$ cat src/include/tcw_pkg.sv
// Purpose: shared constants, field layout and carriers of the timer control block
// Assumes: 8-bit register bus, three compare channels, 16-bit count
// Notes: registers are byte wide; 16-bit values take a low and a high byte
// ----------------------------------------
// Notes on behaviour
// ----------------------------------------
// Notes on behaviour
// - keep-running-asleep bit set keeps timer counting in standby; clear halts it there.
// - three-bit prescale code selects divide by 1,2,4,8,16,64,256,1024.
// - enable bit switches whole timer on or off; resets to zero.
// - in frequency and pwm modes a set pin-drive bit routes wave to pin.
// - pin-drive bit clear keeps the wave off the pin; pin shows port value.
// - mode 0 makes no wave; mode 1 tops at compare zero; events at top.
// - mode 3 tops at period; update and wraparound at top.
// - dual-ramp modes top at period, update at bottom, wraparound per code.
// - auto-hold set keeps hold bit high until all enabled compare buffers fresh.
// - after hold clears, next update copies shadows and sets hold again.
// - auto-hold clear leaves the hold bit to software alone.
// - while disabled each idle-level bit drives its channel wave level directly.
// - idle level reaches pad only with pin-drive set; logic block bypasses it.
// - hold bit stops update copies; forced software update still copies.
// - shadow write sets its fresh flag; each update clears it.
package tcw_pkg;

   // ----------------------------------------
   // bus and datapath widths
   // ----------------------------------------
   localparam int ADDR_W = 8;
   localparam int DATA_W = 8;
   localparam int CNT_W = 16;
   localparam int NCH = 3;
   localparam int DIV_W = 10;

   // ----------------------------------------
   // register offsets
   // ----------------------------------------
   localparam logic [7:0] OFF_RUN = 8'h00;
   localparam logic [7:0] OFF_WAVE = 8'h01;
   localparam logic [7:0] OFF_IDLE = 8'h02;
   localparam logic [7:0] OFF_HOLD = 8'h04;
   localparam logic [7:0] OFF_FRESH = 8'h06;
   localparam logic [7:0] OFF_IMASK = 8'h0a;
   localparam logic [7:0] OFF_ISTAT = 8'h0b;
   localparam logic [7:0] OFF_CNT = 8'h20;
   localparam logic [7:0] OFF_PER = 8'h26;
   localparam logic [7:0] OFF_CMP = 8'h28;
   localparam logic [7:0] OFF_SHD = 8'h38;

   // ----------------------------------------
   // field positions
   // ----------------------------------------
   localparam int RUN_ENABLE_BIT = 0;
   localparam int RUN_SEL_LSB = 1;
   localparam int RUN_ASLEEP_BIT = 7;
   localparam int WAVE_MODE_LSB = 0;
   localparam int WAVE_AUTO_BIT = 3;
   localparam int WAVE_PIN_LSB = 4;
   localparam int IDLE_LSB = 0;
   localparam int HOLD_BIT = 0;
   localparam int FORCE_UPD_BIT = 1;
   localparam int IRQ_WRAP_BIT = 0;
   localparam int IRQ_UPD_BIT = 1;

   localparam logic [7:0] RUN_MASK = 8'h8f;
   localparam logic [7:0] WAVE_MASK = 8'h7f;
   localparam logic [7:0] IDLE_MASK = 8'h07;
   localparam logic [7:0] IRQ_MASK = 8'h03;

   // ----------------------------------------
   // reset values
   // ----------------------------------------
   localparam logic [7:0] RST_CTRL = 8'h00;
   localparam logic [15:0] RST_PER = 16'hffff;
   localparam logic [15:0] RST_CMP = 16'h0000;

   // ----------------------------------------
   // wave shape codes
   // ----------------------------------------
   localparam logic [2:0] WM_NORMAL = 3'h0;
   localparam logic [2:0] WM_FREQ = 3'h1;
   localparam logic [2:0] WM_ONE_RAMP = 3'h3;
   localparam logic [2:0] WM_PEAK = 3'h5;
   localparam logic [2:0] WM_BOTH = 3'h6;
   localparam logic [2:0] WM_FLOOR = 3'h7;

   // ----------------------------------------
   // carriers
   // ----------------------------------------
   typedef struct packed {
      logic [NCH-1:0] idle;
      logic [NCH-1:0] pinDrive;
      logic [2:0] mode;
   } tcw_wave_cfg_t;

   typedef struct packed {
      logic wr;
      logic rd;
      logic [ADDR_W-1:0] addr;
      logic [DATA_W-1:0] wdata;
   } tcw_bus_req_t;

   // prescale code to mask of low divider bits that must be all ones
   function automatic logic [DIV_W-1:0] tcw_div_mask(input logic [2:0] sel);
      logic [DIV_W-1:0] m;
      m = 10'h000;
      unique case (sel)
         3'h0: m = 10'h000;
         3'h1: m = 10'h001;
         3'h2: m = 10'h003;
         3'h3: m = 10'h007;
         3'h4: m = 10'h00f;
         3'h5: m = 10'h03f;
         3'h6: m = 10'h0ff;
         3'h7: m = 10'h3ff;
      endcase
      return m;
   endfunction : tcw_div_mask

   // codes that produce a waveform; reserved codes count as normal
   function automatic logic tcw_makes_wave(input logic [2:0] mode);
      return (mode == WM_FREQ) || (mode == WM_ONE_RAMP) || (mode == WM_PEAK) ||
         (mode == WM_BOTH) || (mode == WM_FLOOR);
   endfunction : tcw_makes_wave

   function automatic logic tcw_is_dual(input logic [2:0] mode);
      return (mode == WM_PEAK) || (mode == WM_BOTH) || (mode == WM_FLOOR);
   endfunction : tcw_is_dual

endpackage : tcw_pkg

$ cat src/design/tcw_prescaler.sv
// Purpose: count-enable pulse generator for the timer
// Assumes: running comes from logic on the same clock
// Notes: divider restarts whenever the timer stops
`timescale 1ns/1ns
module tcw_prescaler
   import tcw_pkg::*;
(
   // clock and reset
   input wire logic clk,
   input wire logic rst_n,
   // control
   input wire logic running,
   input wire logic [2:0] sel,
   // pulse out
   output logic tick
);

   logic [DIV_W-1:0] div_q, div_d;
   logic tick_d;

   // one enable pulse per divided period keeps the whole timer on clk
   always_comb
   begin
      div_d = div_q;
      tick_d = 1'b0;
      if (running)
      begin
         div_d = div_q + 10'h001;
         tick_d = ((div_q & tcw_div_mask(sel)) == tcw_div_mask(sel));
      end
      else
      begin
         div_d = 10'h000;
      end
   end

   always_ff @(posedge clk or negedge rst_n)
   begin
      if (!rst_n)
      begin
         div_q <= 10'h000;
         tick <= 1'b0;
      end
      else
      begin
         div_q <= div_d;
         tick <= tick_d;
      end
   end

endmodule : tcw_prescaler

$ cat src/design/tcw_timer_ctrl.sv
// Purpose: control registers, count sequence and output routing of a 16-bit timer
// Assumes: byte-wide register port, read data one cycle after the strobe
// Notes: count logic is minimal; it exists to produce update and wraparound events
`timescale 1ns/1ns
module tcw_timer_ctrl
   import tcw_pkg::*;
(
   // clock and reset
   input wire logic clk,
   input wire logic rst_n,
   // register port
   input wire logic [ADDR_W-1:0] busAddr,
   input wire logic [DATA_W-1:0] busWdata,
   input wire logic busWr,
   input wire logic busRd,
   output logic [DATA_W-1:0] busRdata,
   // system
   input wire logic standbySleep,
   input wire logic [NCH-1:0] portOut,
   // outputs
   output logic [NCH-1:0] padOut,
   output logic [NCH-1:0] logicBlockOut,
   output logic irq
);

   // ----------------------------------------
   // state
   // ----------------------------------------
   tcw_bus_req_t req;
   logic [7:0] run_q, run_d;
   logic [7:0] wave_q, wave_d;
   logic [7:0] idle_q, idle_d;
   logic hold_q, hold_d;
   logic [NCH-1:0] fresh_q, fresh_d;
   logic [7:0] imask_q, imask_d;
   logic [7:0] istat_q, istat_d;
   logic [CNT_W-1:0] per_q, per_d;
   logic [NCH-1:0][CNT_W-1:0] cmp_q, cmp_d;
   logic [NCH-1:0][CNT_W-1:0] shd_q, shd_d;
   logic [CNT_W-1:0] cnt_q, cnt_d;
   logic down_q, down_d;
   logic [DATA_W-1:0] rdata_d;
   logic [NCH-1:0] pad_d;
   logic irq_d;

   logic running;
   logic tick;
   logic [NCH-1:0] waveLevel;
   tcw_wave_cfg_t cfg;
   logic [2:0] mode;
   logic [CNT_W-1:0] top;
   logic wrapEvt, peakEvt, floorEvt;
   logic updEvt, ovfEvt, forceUpd, copyNow, allFresh;
   logic [NCH-1:0] shdWrite;

   assign req = '{wr: busWr, rd: busRd, addr: busAddr, wdata: busWdata};
   assign mode = wave_q[WAVE_MODE_LSB +: 3];
   assign cfg = '{idle: idle_q[IDLE_LSB +: NCH], pinDrive: wave_q[WAVE_PIN_LSB +: NCH], mode: mode};

   // ----------------------------------------
   // run gating
   // ----------------------------------------
   // standby halts the timer unless told to keep running
   assign running = run_q[RUN_ENABLE_BIT] && (!standbySleep || run_q[RUN_ASLEEP_BIT]);

   tcw_prescaler u_prescaler (
      .clk(clk),
      .rst_n(rst_n),
      .running(running),
      .sel(run_q[RUN_SEL_LSB +: 3]),
      .tick(tick)
   );

   tcw_wave_gen u_wave_gen (
      .clk(clk),
      .rst_n(rst_n),
      .cfg(cfg),
      .running(running),
      .tick(tick),
      .cnt(cnt_q),
      .cmp(cmp_q),
      .level(waveLevel)
   );

   // ----------------------------------------
   // count sequence and events
   // ----------------------------------------
   assign top = (mode == WM_FREQ) ? cmp_q[0] : per_q;

   always_comb
   begin
      cnt_d = cnt_q;
      down_d = down_q;
      wrapEvt = 1'b0;
      peakEvt = 1'b0;
      floorEvt = 1'b0;
      if (tick && tcw_is_dual(mode))
      begin
         if (!down_q)
         begin
            if (cnt_q >= top)
            begin
               peakEvt = 1'b1;
               down_d = 1'b1;
               cnt_d = (cnt_q != 16'h0000) ? cnt_q - 16'h0001 : cnt_q;
            end
            else
            begin
               cnt_d = cnt_q + 16'h0001;
            end
         end
         else if (cnt_q == 16'h0000)
         begin
            floorEvt = 1'b1;
            down_d = 1'b0;
            cnt_d = (top != 16'h0000) ? 16'h0001 : 16'h0000;
         end
         else
         begin
            cnt_d = cnt_q - 16'h0001;
         end
      end
      else if (tick)
      begin
         // single ramps count upward and wrap to bottom at top
         down_d = 1'b0;
         if (cnt_q >= top)
         begin
            wrapEvt = 1'b1;
            cnt_d = 16'h0000;
         end
         else
         begin
            cnt_d = cnt_q + 16'h0001;
         end
      end
   end

   // update and wraparound placement per wave shape
   always_comb
   begin
      updEvt = 1'b0;
      ovfEvt = 1'b0;
      unique case (mode)
         WM_ONE_RAMP:
         begin
            updEvt = wrapEvt;
            ovfEvt = wrapEvt;
         end
         WM_PEAK:
         begin
            updEvt = floorEvt;
            ovfEvt = peakEvt;
         end
         WM_BOTH:
         begin
            updEvt = floorEvt;
            ovfEvt = peakEvt | floorEvt;
         end
         WM_FLOOR:
         begin
            updEvt = floorEvt;
            ovfEvt = floorEvt;
         end
         default:
         begin
            updEvt = wrapEvt;
            ovfEvt = wrapEvt;
         end
      endcase
   end

   // ----------------------------------------
   // buffered transfer
   // ----------------------------------------
   assign forceUpd = req.wr && (req.addr == OFF_HOLD) && req.wdata[FORCE_UPD_BIT];
   assign copyNow = (updEvt && !hold_q) || forceUpd;
   // channels without pin drive do not hold the transfer back
   assign allFresh = &(fresh_q | ~cfg.pinDrive);

   for (genvar i = 0; i < NCH; i++)
   begin : g_shadow
      assign shdWrite[i] = req.wr && (req.addr[7:1] == (OFF_SHD[7:1] + 7'(i)));
      always_comb
      begin
         shd_d[i] = shd_q[i];
         cmp_d[i] = cmp_q[i];
         if (shdWrite[i] && !req.addr[0])
         begin
            shd_d[i][7:0] = req.wdata;
         end
         if (shdWrite[i] && req.addr[0])
         begin
            shd_d[i][15:8] = req.wdata;
         end
         if (copyNow)
         begin
            cmp_d[i] = shd_q[i];
         end
         // a write in the update cycle still marks the buffer fresh
         fresh_d[i] = shdWrite[i] ? 1'b1 : ((updEvt || forceUpd) ? 1'b0 : fresh_q[i]);
      end
   end

   always_comb
   begin
      hold_d = hold_q;
      if (req.wr && (req.addr == OFF_HOLD))
      begin
         hold_d = req.wdata[HOLD_BIT];
      end
      if (wave_q[WAVE_AUTO_BIT])
      begin
         if (hold_q && allFresh)
         begin
            hold_d = 1'b0;
         end
         else if (!hold_q && copyNow)
         begin
            hold_d = 1'b1;
         end
         else if (!allFresh)
         begin
            hold_d = 1'b1;
         end
      end
   end

   // ----------------------------------------
   // register writes
   // ----------------------------------------
   always_comb
   begin
      run_d = run_q;
      wave_d = wave_q;
      idle_d = idle_q;
      imask_d = imask_q;
      per_d = per_q;
      if (req.wr)
      begin
         unique case (req.addr)
            OFF_RUN: run_d = req.wdata & RUN_MASK;
            OFF_WAVE: wave_d = req.wdata & WAVE_MASK;
            OFF_IDLE: idle_d = req.wdata & IDLE_MASK;
            OFF_IMASK: imask_d = req.wdata & IRQ_MASK;
            OFF_PER: per_d[7:0] = req.wdata;
            OFF_PER + 8'h01: per_d[15:8] = req.wdata;
            default: ;
         endcase
      end
   end

   // status read clears, but an event in the same cycle survives
   always_comb
   begin
      istat_d = istat_q;
      if (req.rd && (req.addr == OFF_ISTAT))
      begin
         istat_d = 8'h00;
      end
      if (ovfEvt)
      begin
         istat_d[IRQ_WRAP_BIT] = 1'b1;
      end
      if (updEvt || forceUpd)
      begin
         istat_d[IRQ_UPD_BIT] = 1'b1;
      end
      irq_d = |(istat_d & imask_q);
   end

   // ----------------------------------------
   // read path
   // ----------------------------------------
   always_comb
   begin
      rdata_d = 8'h00;
      if (req.rd)
      begin
         unique case (req.addr)
            OFF_RUN: rdata_d = run_q;
            OFF_WAVE: rdata_d = wave_q;
            OFF_IDLE: rdata_d = idle_q;
            OFF_HOLD: rdata_d = {7'h00, hold_q};
            OFF_FRESH: rdata_d = {5'h00, fresh_q};
            OFF_IMASK: rdata_d = imask_q;
            OFF_ISTAT: rdata_d = istat_q;
            OFF_CNT: rdata_d = cnt_q[7:0];
            OFF_CNT + 8'h01: rdata_d = cnt_q[15:8];
            OFF_PER: rdata_d = per_q[7:0];
            OFF_PER + 8'h01: rdata_d = per_q[15:8];
            OFF_CMP: rdata_d = cmp_q[0][7:0];
            OFF_CMP + 8'h01: rdata_d = cmp_q[0][15:8];
            OFF_CMP + 8'h02: rdata_d = cmp_q[1][7:0];
            OFF_CMP + 8'h03: rdata_d = cmp_q[1][15:8];
            OFF_CMP + 8'h04: rdata_d = cmp_q[2][7:0];
            OFF_CMP + 8'h05: rdata_d = cmp_q[2][15:8];
            OFF_SHD: rdata_d = shd_q[0][7:0];
            OFF_SHD + 8'h01: rdata_d = shd_q[0][15:8];
            OFF_SHD + 8'h02: rdata_d = shd_q[1][7:0];
            OFF_SHD + 8'h03: rdata_d = shd_q[1][15:8];
            OFF_SHD + 8'h04: rdata_d = shd_q[2][7:0];
            OFF_SHD + 8'h05: rdata_d = shd_q[2][15:8];
            default: rdata_d = 8'h00;
         endcase
      end
   end

   // ----------------------------------------
   // output routing
   // ----------------------------------------
   // idle levels follow the same pin-drive gate as a running wave
   always_comb
   begin
      for (int i = 0; i < NCH; i++)
      begin
         pad_d[i] = portOut[i];
         if (cfg.pinDrive[i] && (tcw_makes_wave(mode) || !running))
         begin
            pad_d[i] = waveLevel[i];
         end
      end
   end

   // ----------------------------------------
   // registers
   // ----------------------------------------
   always_ff @(posedge clk or negedge rst_n)
   begin
      if (!rst_n)
      begin
         run_q <= RST_CTRL;
         wave_q <= RST_CTRL;
         idle_q <= RST_CTRL;
         hold_q <= 1'b0;
         fresh_q <= 3'h0;
         imask_q <= RST_CTRL;
         istat_q <= RST_CTRL;
         per_q <= RST_PER;
         cmp_q <= {NCH{RST_CMP}};
         shd_q <= {NCH{RST_CMP}};
         cnt_q <= 16'h0000;
         down_q <= 1'b0;
         busRdata <= 8'h00;
         padOut <= 3'h0;
         logicBlockOut <= 3'h0;
         irq <= 1'b0;
      end
      else
      begin
         run_q <= run_d;
         wave_q <= wave_d;
         idle_q <= idle_d;
         hold_q <= hold_d;
         fresh_q <= fresh_d;
         imask_q <= imask_d;
         istat_q <= istat_d;
         per_q <= per_d;
         cmp_q <= cmp_d;
         shd_q <= shd_d;
         cnt_q <= cnt_d;
         down_q <= down_d;
         busRdata <= rdata_d;
         padOut <= pad_d;
         logicBlockOut <= waveLevel;
         irq <= irq_d;
      end
   end

endmodule : tcw_timer_ctrl

$ cat src/design/tcw_wave_gen.sv
// Purpose: per-channel waveform level generator
// Assumes: count and compare values from the same clock
// Notes: level is registered; idle bits win while the timer stops
`timescale 1ns/1ns
module tcw_wave_gen
   import tcw_pkg::*;
(
   // clock and reset
   input wire logic clk,
   input wire logic rst_n,
   // configuration and count state
   input wire tcw_wave_cfg_t cfg,
   input wire logic running,
   input wire logic tick,
   input wire logic [CNT_W-1:0] cnt,
   input wire logic [NCH-1:0][CNT_W-1:0] cmp,
   // levels
   output logic [NCH-1:0] level
);

   logic [NCH-1:0] level_d;

   for (genvar i = 0; i < NCH; i++)
   begin : g_ch
      always_comb
      begin
         level_d[i] = level[i];
         if (!running)
         begin
            level_d[i] = cfg.idle[i];
         end
         else if (cfg.mode == WM_FREQ)
         begin
            if (tick && (cnt == cmp[i]))
            begin
               level_d[i] = ~level[i];
            end
         end
         else if ((cfg.mode == WM_ONE_RAMP) || tcw_is_dual(cfg.mode))
         begin
            level_d[i] = (cnt < cmp[i]);
         end
         // normal and reserved codes keep the level: no waveform
      end
   end

   always_ff @(posedge clk or negedge rst_n)
   begin
      if (!rst_n)
      begin
         level <= 3'h0;
      end
      else
      begin
         level <= level_d;
      end
   end

endmodule : tcw_wave_gen

$ cat config.mk
export PLATFORM = sky130hd
export DESIGN_NAME = tcw_timer_ctrl
export DESIGN_NICKNAME = d
export VERILOG_FILES = /design/src/include/tcw_pkg.sv /design/src/design/tcw_prescaler.sv /design/src/design/tcw_timer_ctrl.sv /design/src/design/tcw_wave_gen.sv
export SDC_FILE = /design/constraint.sdc
export NUM_CORES = 1
export LEC_CHECK = 0
export ABC_AREA = 0
export BUFFER_PORTS_ARGS = -buffer_cell sky130_fd_sc_hd__buf_2
export CORE_UTILIZATION = 62
export CTS_CLUSTER_DIAMETER = 120
export DETAILED_ROUTE_END_ITERATION = 6
export PLACE_DENSITY = 0.8
export SLEW_MARGIN = 20
export SYNTH_ARGS = -nofsm -noshare
export SYNTH_HDL_FRONTEND = slang
export SYNTH_SLANG_ARGS = --single-unit
$ cat constraint.sdc
create_clock -name clk -period 5.3 [get_ports clk]
set_clock_uncertainty 0.15 [all_clocks]
set_input_delay 0.265 -clock clk [delete_from_list [all_inputs] [get_ports clk]]
set_output_delay 0.265 -clock clk [all_outputs]
set_load 0.02 [all_outputs]
* Word-level counts from Yosys, hierarchy flattened
Memories as Yosys holds them, arrays and structs flattened.
Cells that the tools add are included.
** Word-level totals
- Bits in registers :: 187
- Output and inout bits :: 15
- Memories kept :: 2
- Memory bits (read-only) :: 160
** Memories
- (no name shown) :: depth 8, width 10, rd ports 1, clocked after Yosys merged registers in 0, wr ports 0, line tcw_pkg.sv:106 : unique case (sel)
- (no name shown) :: depth 8, width 10, rd ports 1, clocked after Yosys merged registers in 0, wr ports 0, line tcw_pkg.sv:106
** Operators by class
- Add/sub/neg operators :: 3
- Mux-type cells :: 56
- Bitwise logic cells :: 8
- $lt $le $gt $ge :: 4
- Reductions and logical operators :: 59
- Eq/ne operators :: 39
** Operators with widths (number)
- $pmux W8 S23 :: 1
- $eq A8 B6 Y1 const B :: 16
- $mux W16 :: 8
- $eq A16 B16 Y1 :: 3
- $lt A16 B16 Y1 :: 3
- $mux W1 :: 41
- $reduce_bool A16 Y1 :: 2
- $mux W10 :: 3
- $logic_and A1 B1 Y1 :: 23
- $eq A7 B5 Y1 const B :: 3
- $reduce_and A2 Y1 :: 10
- $add A16 B1 Y16 const B :: 1
- $eq A8 B3 Y1 const B :: 2
- $eq A8 B4 Y1 const B :: 2
- $ge A16 B16 Y1 :: 1
- $logic_not A16 Y1 :: 1
- $mux W8 :: 2
- $sub A16 B1 Y16 const B :: 1
- $ne A3 B3 Y1 const B :: 4
- $logic_or A1 B1 Y1 :: 11
- $add A10 B1 Y10 const B :: 1
- $and A10 B10 Y10 :: 1
- $eq A10 B10 Y1 :: 1
- $eq A3 B3 Y1 const B :: 3
- 17 further kinds :: 25

* Longest topological paths before layout
- Depth after elaboration :: 13
- Gate-level depth with buffers :: 14
- Depth with buffers taken out :: 10

* Cells and area by module
From an unflattened synthesis, not the netlist that was laid out.
** Second synthesis, totals
- Cells, all modules :: 1002
- Area total of the unflattened synthesis :: 10735.3 µm²
** Modules (own cells, without submodules)
- tcw_timer_ctrl :: times used 1, cells an instance 767, area an instance 8812.2 µm²
- tcw_wave_gen :: times used 1, cells an instance 185, area an instance 1381.3 µm²
- tcw_prescaler :: times used 1, cells an instance 50, area an instance 541.8 µm²

* Worst setup path before layout
No wires, ideal clock.
- Path type :: flip-flop to flip-flop
- Start point :: register wave_q[2]
- End point :: register cmp_q[0] in the netlist's numbering
- Data required time :: 5.023 ns
- Cell stages (with the launch flop) :: 15
- Period minus slack after synthesis :: 3.655 ns
- Slack :: 1.645 ns
- Arrival time :: 3.378 ns
- Cell sequence :: dfrtp_1 -> nor3b_1 -> buf_2 -> buf_2 -> mux2i_1 -> ha_1 -> o21a_1 -> a21oi_1 -> o31a_1 -> o21ai_1 -> o211ai_2 -> o21a_1 -> buf_4 -> buf_6 -> mux2_1
** On the way
- Word-level cells in the longest chain between the ends :: 9
- Elaborated cells on any way between the ends :: 17
- Classes of those cells :: order compare (1); eq/ne (4); mux (6); reduce/logical (6)
** Ends and longest elaborated chain
- from (decl) :: line tcw_timer_ctrl.sv:31 : logic [7:0] wave_q, wave_d;
- from (signal assigned) :: line tcw_timer_ctrl.sv:352 : wave_q <= wave_d;
- $eq A3 B1 Y1 :: line tcw_timer_ctrl.sv:88 : assign top = (mode == WM_FREQ) ? cmp_q[0] : per_q;
- $mux W16 :: line tcw_timer_ctrl.sv:88
- $ge A16 B16 Y1 :: line tcw_timer_ctrl.sv:127 : if (cnt_q >= top)
- $mux W1 :: line tcw_timer_ctrl.sv:127
- $mux W1 :: line tcw_timer_ctrl.sv:123 : else if (tick)
- $mux W1 :: line tcw_timer_ctrl.sv:97 : if (tick && tcw_is_dual(mode))
- $mux W1 (*) :: line tcw_timer_ctrl.sv:144 : unique case (mode)
- $logic_and A1 B1 Y1 (*) :: line tcw_timer_ctrl.sv:177 : assign copyNow = (updEvt && !hold_q) || forceUpd;
- $logic_or A1 B1 Y1 (*) :: line tcw_timer_ctrl.sv:177
- to (signal assigned) :: line tcw_timer_ctrl.sv:340 : cmp_q <= {NCH{RST_CMP}};
- to (signal assigned) :: line tcw_timer_ctrl.sv:359 : cmp_q <= cmp_d;
- to (decl) :: line tcw_timer_ctrl.sv:38 : logic [NCH-1:0][CNT_W-1:0] cmp_q, cmp_d;
Mark *: on every way between the ends. The rest lies on a longest branch, timed or not.
A chain may end at the register's enable or synchronous reset.

* Worst setup path in the final report
- Start point :: register wave_q[2]
- End point :: register cmp_q[9] in the netlist's numbering
The elaborated chain is that of the path after synthesis.

==> metrics.md <==
| Metric | Value |
|---|---|
| PortBufs | 38 |
| Total Routing Usage GR | 0.3735 |
| Vias per cell | 6.990 |
| Cell with the most instances after synthesis | dfrtp_1 |
| CP Buf/Inv Count | 2 |
| Pleak | 5.316 nW |
| Avg Synthesized Cell Area | 10.79 um^2 |
| TritonCTS Buffers | 17 |
| Core area | 16580 um^2 |
| First-pass GRT wire length | 48.96 mm |
| Crit path max-delay family | compound AO/OA/AOI/OAI gates |
| Final TNS setup | 0 ns |
| Cell Area, Synth | 10560 um^2 |
| Combinational family with the most area after synthesis | multiplexers |
| WP data required | 5.46 ns |
| GPL Wtd Cong | 1.017 |
| Largest net degree at the start of global routing | 71 |
| # rows | 47 |
| Min Tclk post-route | 4.193 ns |
| Critical Path Slowest Stage Cell | dfrtp_1 |
| Critical path cell sequence | nor3b_2, buf_4, mux2_2, ha_1, nand2b_1, a2111oi_0, o31a_1, o21ai_1, o211ai_2, o21a_2, buf_12, mux2_1 |
| Relative slew slack | 0.2632 |
| H-tree depth | 4 |
| Area grow syn2layout | 9.529% |
| CTS Buffer Depth | 2 |
| Fill cells | 1282 |
| Die height | 132.5 um |
| Via count | 8681 |
| Clock sink total | 181 |
| Grt ovf | 0 |
| Critical-path maximum fanout | 45 |
| EDFF count, synth | 0 |
| Actual slew at the worst max-slew pin | 1.098 ns |
| Nature of the critical path endpoint | flip-flop |
| Final cell count without fillers | 1242 |
| Gate count after technology mapping | 978 |
| Drt total wl | 31.58 mm |
| Max-slew violation count | 0 |
| Ys async rst share | 1.000 |
| Final core utilization | 0.6972 |
| Post-detailed-placement half-perimeter wirelength | 22.76 mm |
| Final setup fails | 0 |
| Status | complete, but fails checks |
| Post-synthesis simple-gate area fraction | 0.1191 |
| Share of post-route cells with drive strength above 1 | 0.1928 |
| Die Area | 17550 um^2 |
| Reg clk slew, reported paths | 0.08 ns |
| Worst setup SP type | flip-flop |
| Largest area contributor in the netlist | dfrtp_1 |
| Drt drc | 3 |
| Max incr delay on CP | 0.46 ns |
| PD cells | 277.9 nW/um^2 |
| Initial core utilization | 0.6366 |
| Vias in the first global route | 8519 |
| Hold Path Class | input pin to flip-flop |
| Die width | 132.5 um |
| Layout Nets | 1101 |
| Final worst path period share | 0.7911 |
| Initial antenna violation count | 1 |
| Routed Antenna Nets | 0 |
| Starting DRT DRC Count | 1175 |
| Net count after synthesis | 1070 |
| Postcts setup bufs | 0 |
| Maximum VDD drop | 0.0002391 V |
| Inserted Diodes | 0 |
| Reg2Reg Launch Point | wave_q[2] |
| Final Hold Violating Endpoints | 0 |
| Setup crit end | cmp_q[9] |
| Max-cap violations | 0 |
| Synthesis warning total | 0 |
| Synthesized-area fraction occupied by adder cells | 0.08155 |
| RSZ-0062 raised after global routing | no |
| Synth top area share | 0.3911 |
| DRT Pass-1 Iters | 7 |
| Critical R2R Capture | cmp_q[9] |
| CTS Root Cell | clkbuf_16 |
| Fmax | 238.5 MHz |
| Flop2flop setup slack | 1.11 ns |
| Worst skew pair latency | 0.44 ns |
| Post-synthesis cell type count | 72 |
| Post-synthesis xor/xnor area fraction | 0.004148 |
| Post-synthesis register bit count | 181 |
| CP arrival | 4.36 ns |
| Post-synth top cells | 165 x dfrtp_1, 86 x mux2_2, 68 x ha_1 |
| Complex-gate fraction of the synthesized area | 0.1597 |
| Placed Cells | 1206 |
| Mux cell area share after synthesis | 0.1659 |
| I/O pin total | 39 |
| Top cells by area, synth | dfrtp_1 39%, mux2_2 9.2%, ha_1 8.1% |
| Register area share after synthesis | 0.4310 |
| Critical path startpoint | wave_q[2] |
| Failing checks | DRC |
| Top FF cell, synth | dfrtp_1 |
| Cell count along the critical path | 12 |
| Worst hold slack | 0.06336 ns |
| WL/cell | 25.43 um |
| R2R cell count | 12 |
| Critical path type | flip-flop to flip-flop |
| CTS tree | built |
[how the worst min path moves through the flow]
stage          start              endpoint  slack, ns  cells after the start
6_report       busRd            istat_q[1]       0.06                      4
5_1_grt        busRd            istat_q[0]       0.09                      4
4_1_cts        busRd            istat_q[1]       0.05                      4
3_5_place_dp   rst_n  u_prescaler.div_q[4]       0.16                      1
3_3_place_gp   rst_n  u_prescaler.div_q[4]       0.16                      1
2_1_floorplan  rst_n           busRdata[0]      -0.18                      0
[cell type report]
cell class / count / area [um^2] / share of cell area
sequential: 181 / 4549 / 0.3935
clock buffer: 17 / 425.4 / 0.03679
clock inverter: 15 / 161.4 / 0.01396
multi-input combinational: 698 / 5605 / 0.4848
timing repair buffer: 52 / 324.1 / 0.02803
tap: 220 / 275.3 / 0.02381
inverter: 59 / 221.5 / 0.01915
[through the flow]
stage          cell area, um^2  worst slack, ns  power, mW
2_1_floorplan            10560            1.645      1.789
3_3_place_gp             10940            1.281      1.942
3_5_place_dp             10940            1.215      1.951
4_1_cts                  11560            1.166      3.209
5_1_grt                  11560           0.9747      3.319
6_report                 11560            1.107      3.214
[layout by cell type, fill, tap and decap left out, types with 5 or more instances in the layout]
master and n:
dfrtp_1 165, mux2_2 86, ha_1 68, nor2_1 61
inv_1 59, nand2_1 53, mux2_1 48, a22o_1 37
buf_2 37, a21oi_1 27, nand4_1 24, o21ai_0 23
mux2i_1 22, nand3_1 22, a22oi_1 21, clkbuf_16 17
nor3_1 16, a221oi_1 16, dfstp_2 16, nor2b_1 11
a31oi_1 11, a222oi_1 10, and3_1 10, a21o_1 9
buf_4 9, o21a_1 8, o211ai_1 8, or3_1 7
nand2b_1 7, nor4_1 7, o22ai_1 7, o221ai_1 7
a221o_1 6, inv_8 6, and4_1 5, a211oi_1 5
[flip-flops by register name, indices dropped and copies added, names as in the netlist, 5 cells and up]
name               flops
cnt_q                 16
run_q                  5
shd_q                 48
cmp_q                 48
busRdata               8
u_prescaler.div_q     10
wave_q                 7
per_q                 16
[worst reg2reg max path, delay by kind of cell, from the launching register on]
kind                       cells  cell delay, ns
AOI/OAI and AO/OA              5            1.47
muxes                          2            0.80
buffers and inverters          2            0.59
DFF                            1            0.46
and+or+nand+nor                2            0.33
adders and majority gates      1            0.26
[power breakdown]
| group | internal [mW] | switching [mW] | total [mW] |
|---|---|---|---|
| Combinational | 0.159 | 0.268 | 0.427 |
| Clock | 0.670 | 0.601 | 1.27 |
| Sequential | 1.44 | 0.0730 | 1.52 |
[metal layers]
metal	wire length, um	track usage	up-vias
met3	3091	0.07893	138
met5	0	0	-
li1	-	-	3775
met1	12970	0.5101	4252
met2	13960	0.5649	516
met4	1567	0.1909	0
[what timing repair did]
item / in CTS / in global routing
hold endpoints to repair: 61 / 0
gates resized for setup: 0 / 0
hold buffers: 4 / 0
[kinds of logic after synthesis]
logic type,after synthesis
AO/OA/AOI/OAI,225
XOR/XNOR,5
adder cells (fa/ha/maj),69
buffers and inverters,99
flip-flops,181
multiplexers,157
AND/OR/NAND/NOR,242
(Power assumes the default switching activity.)
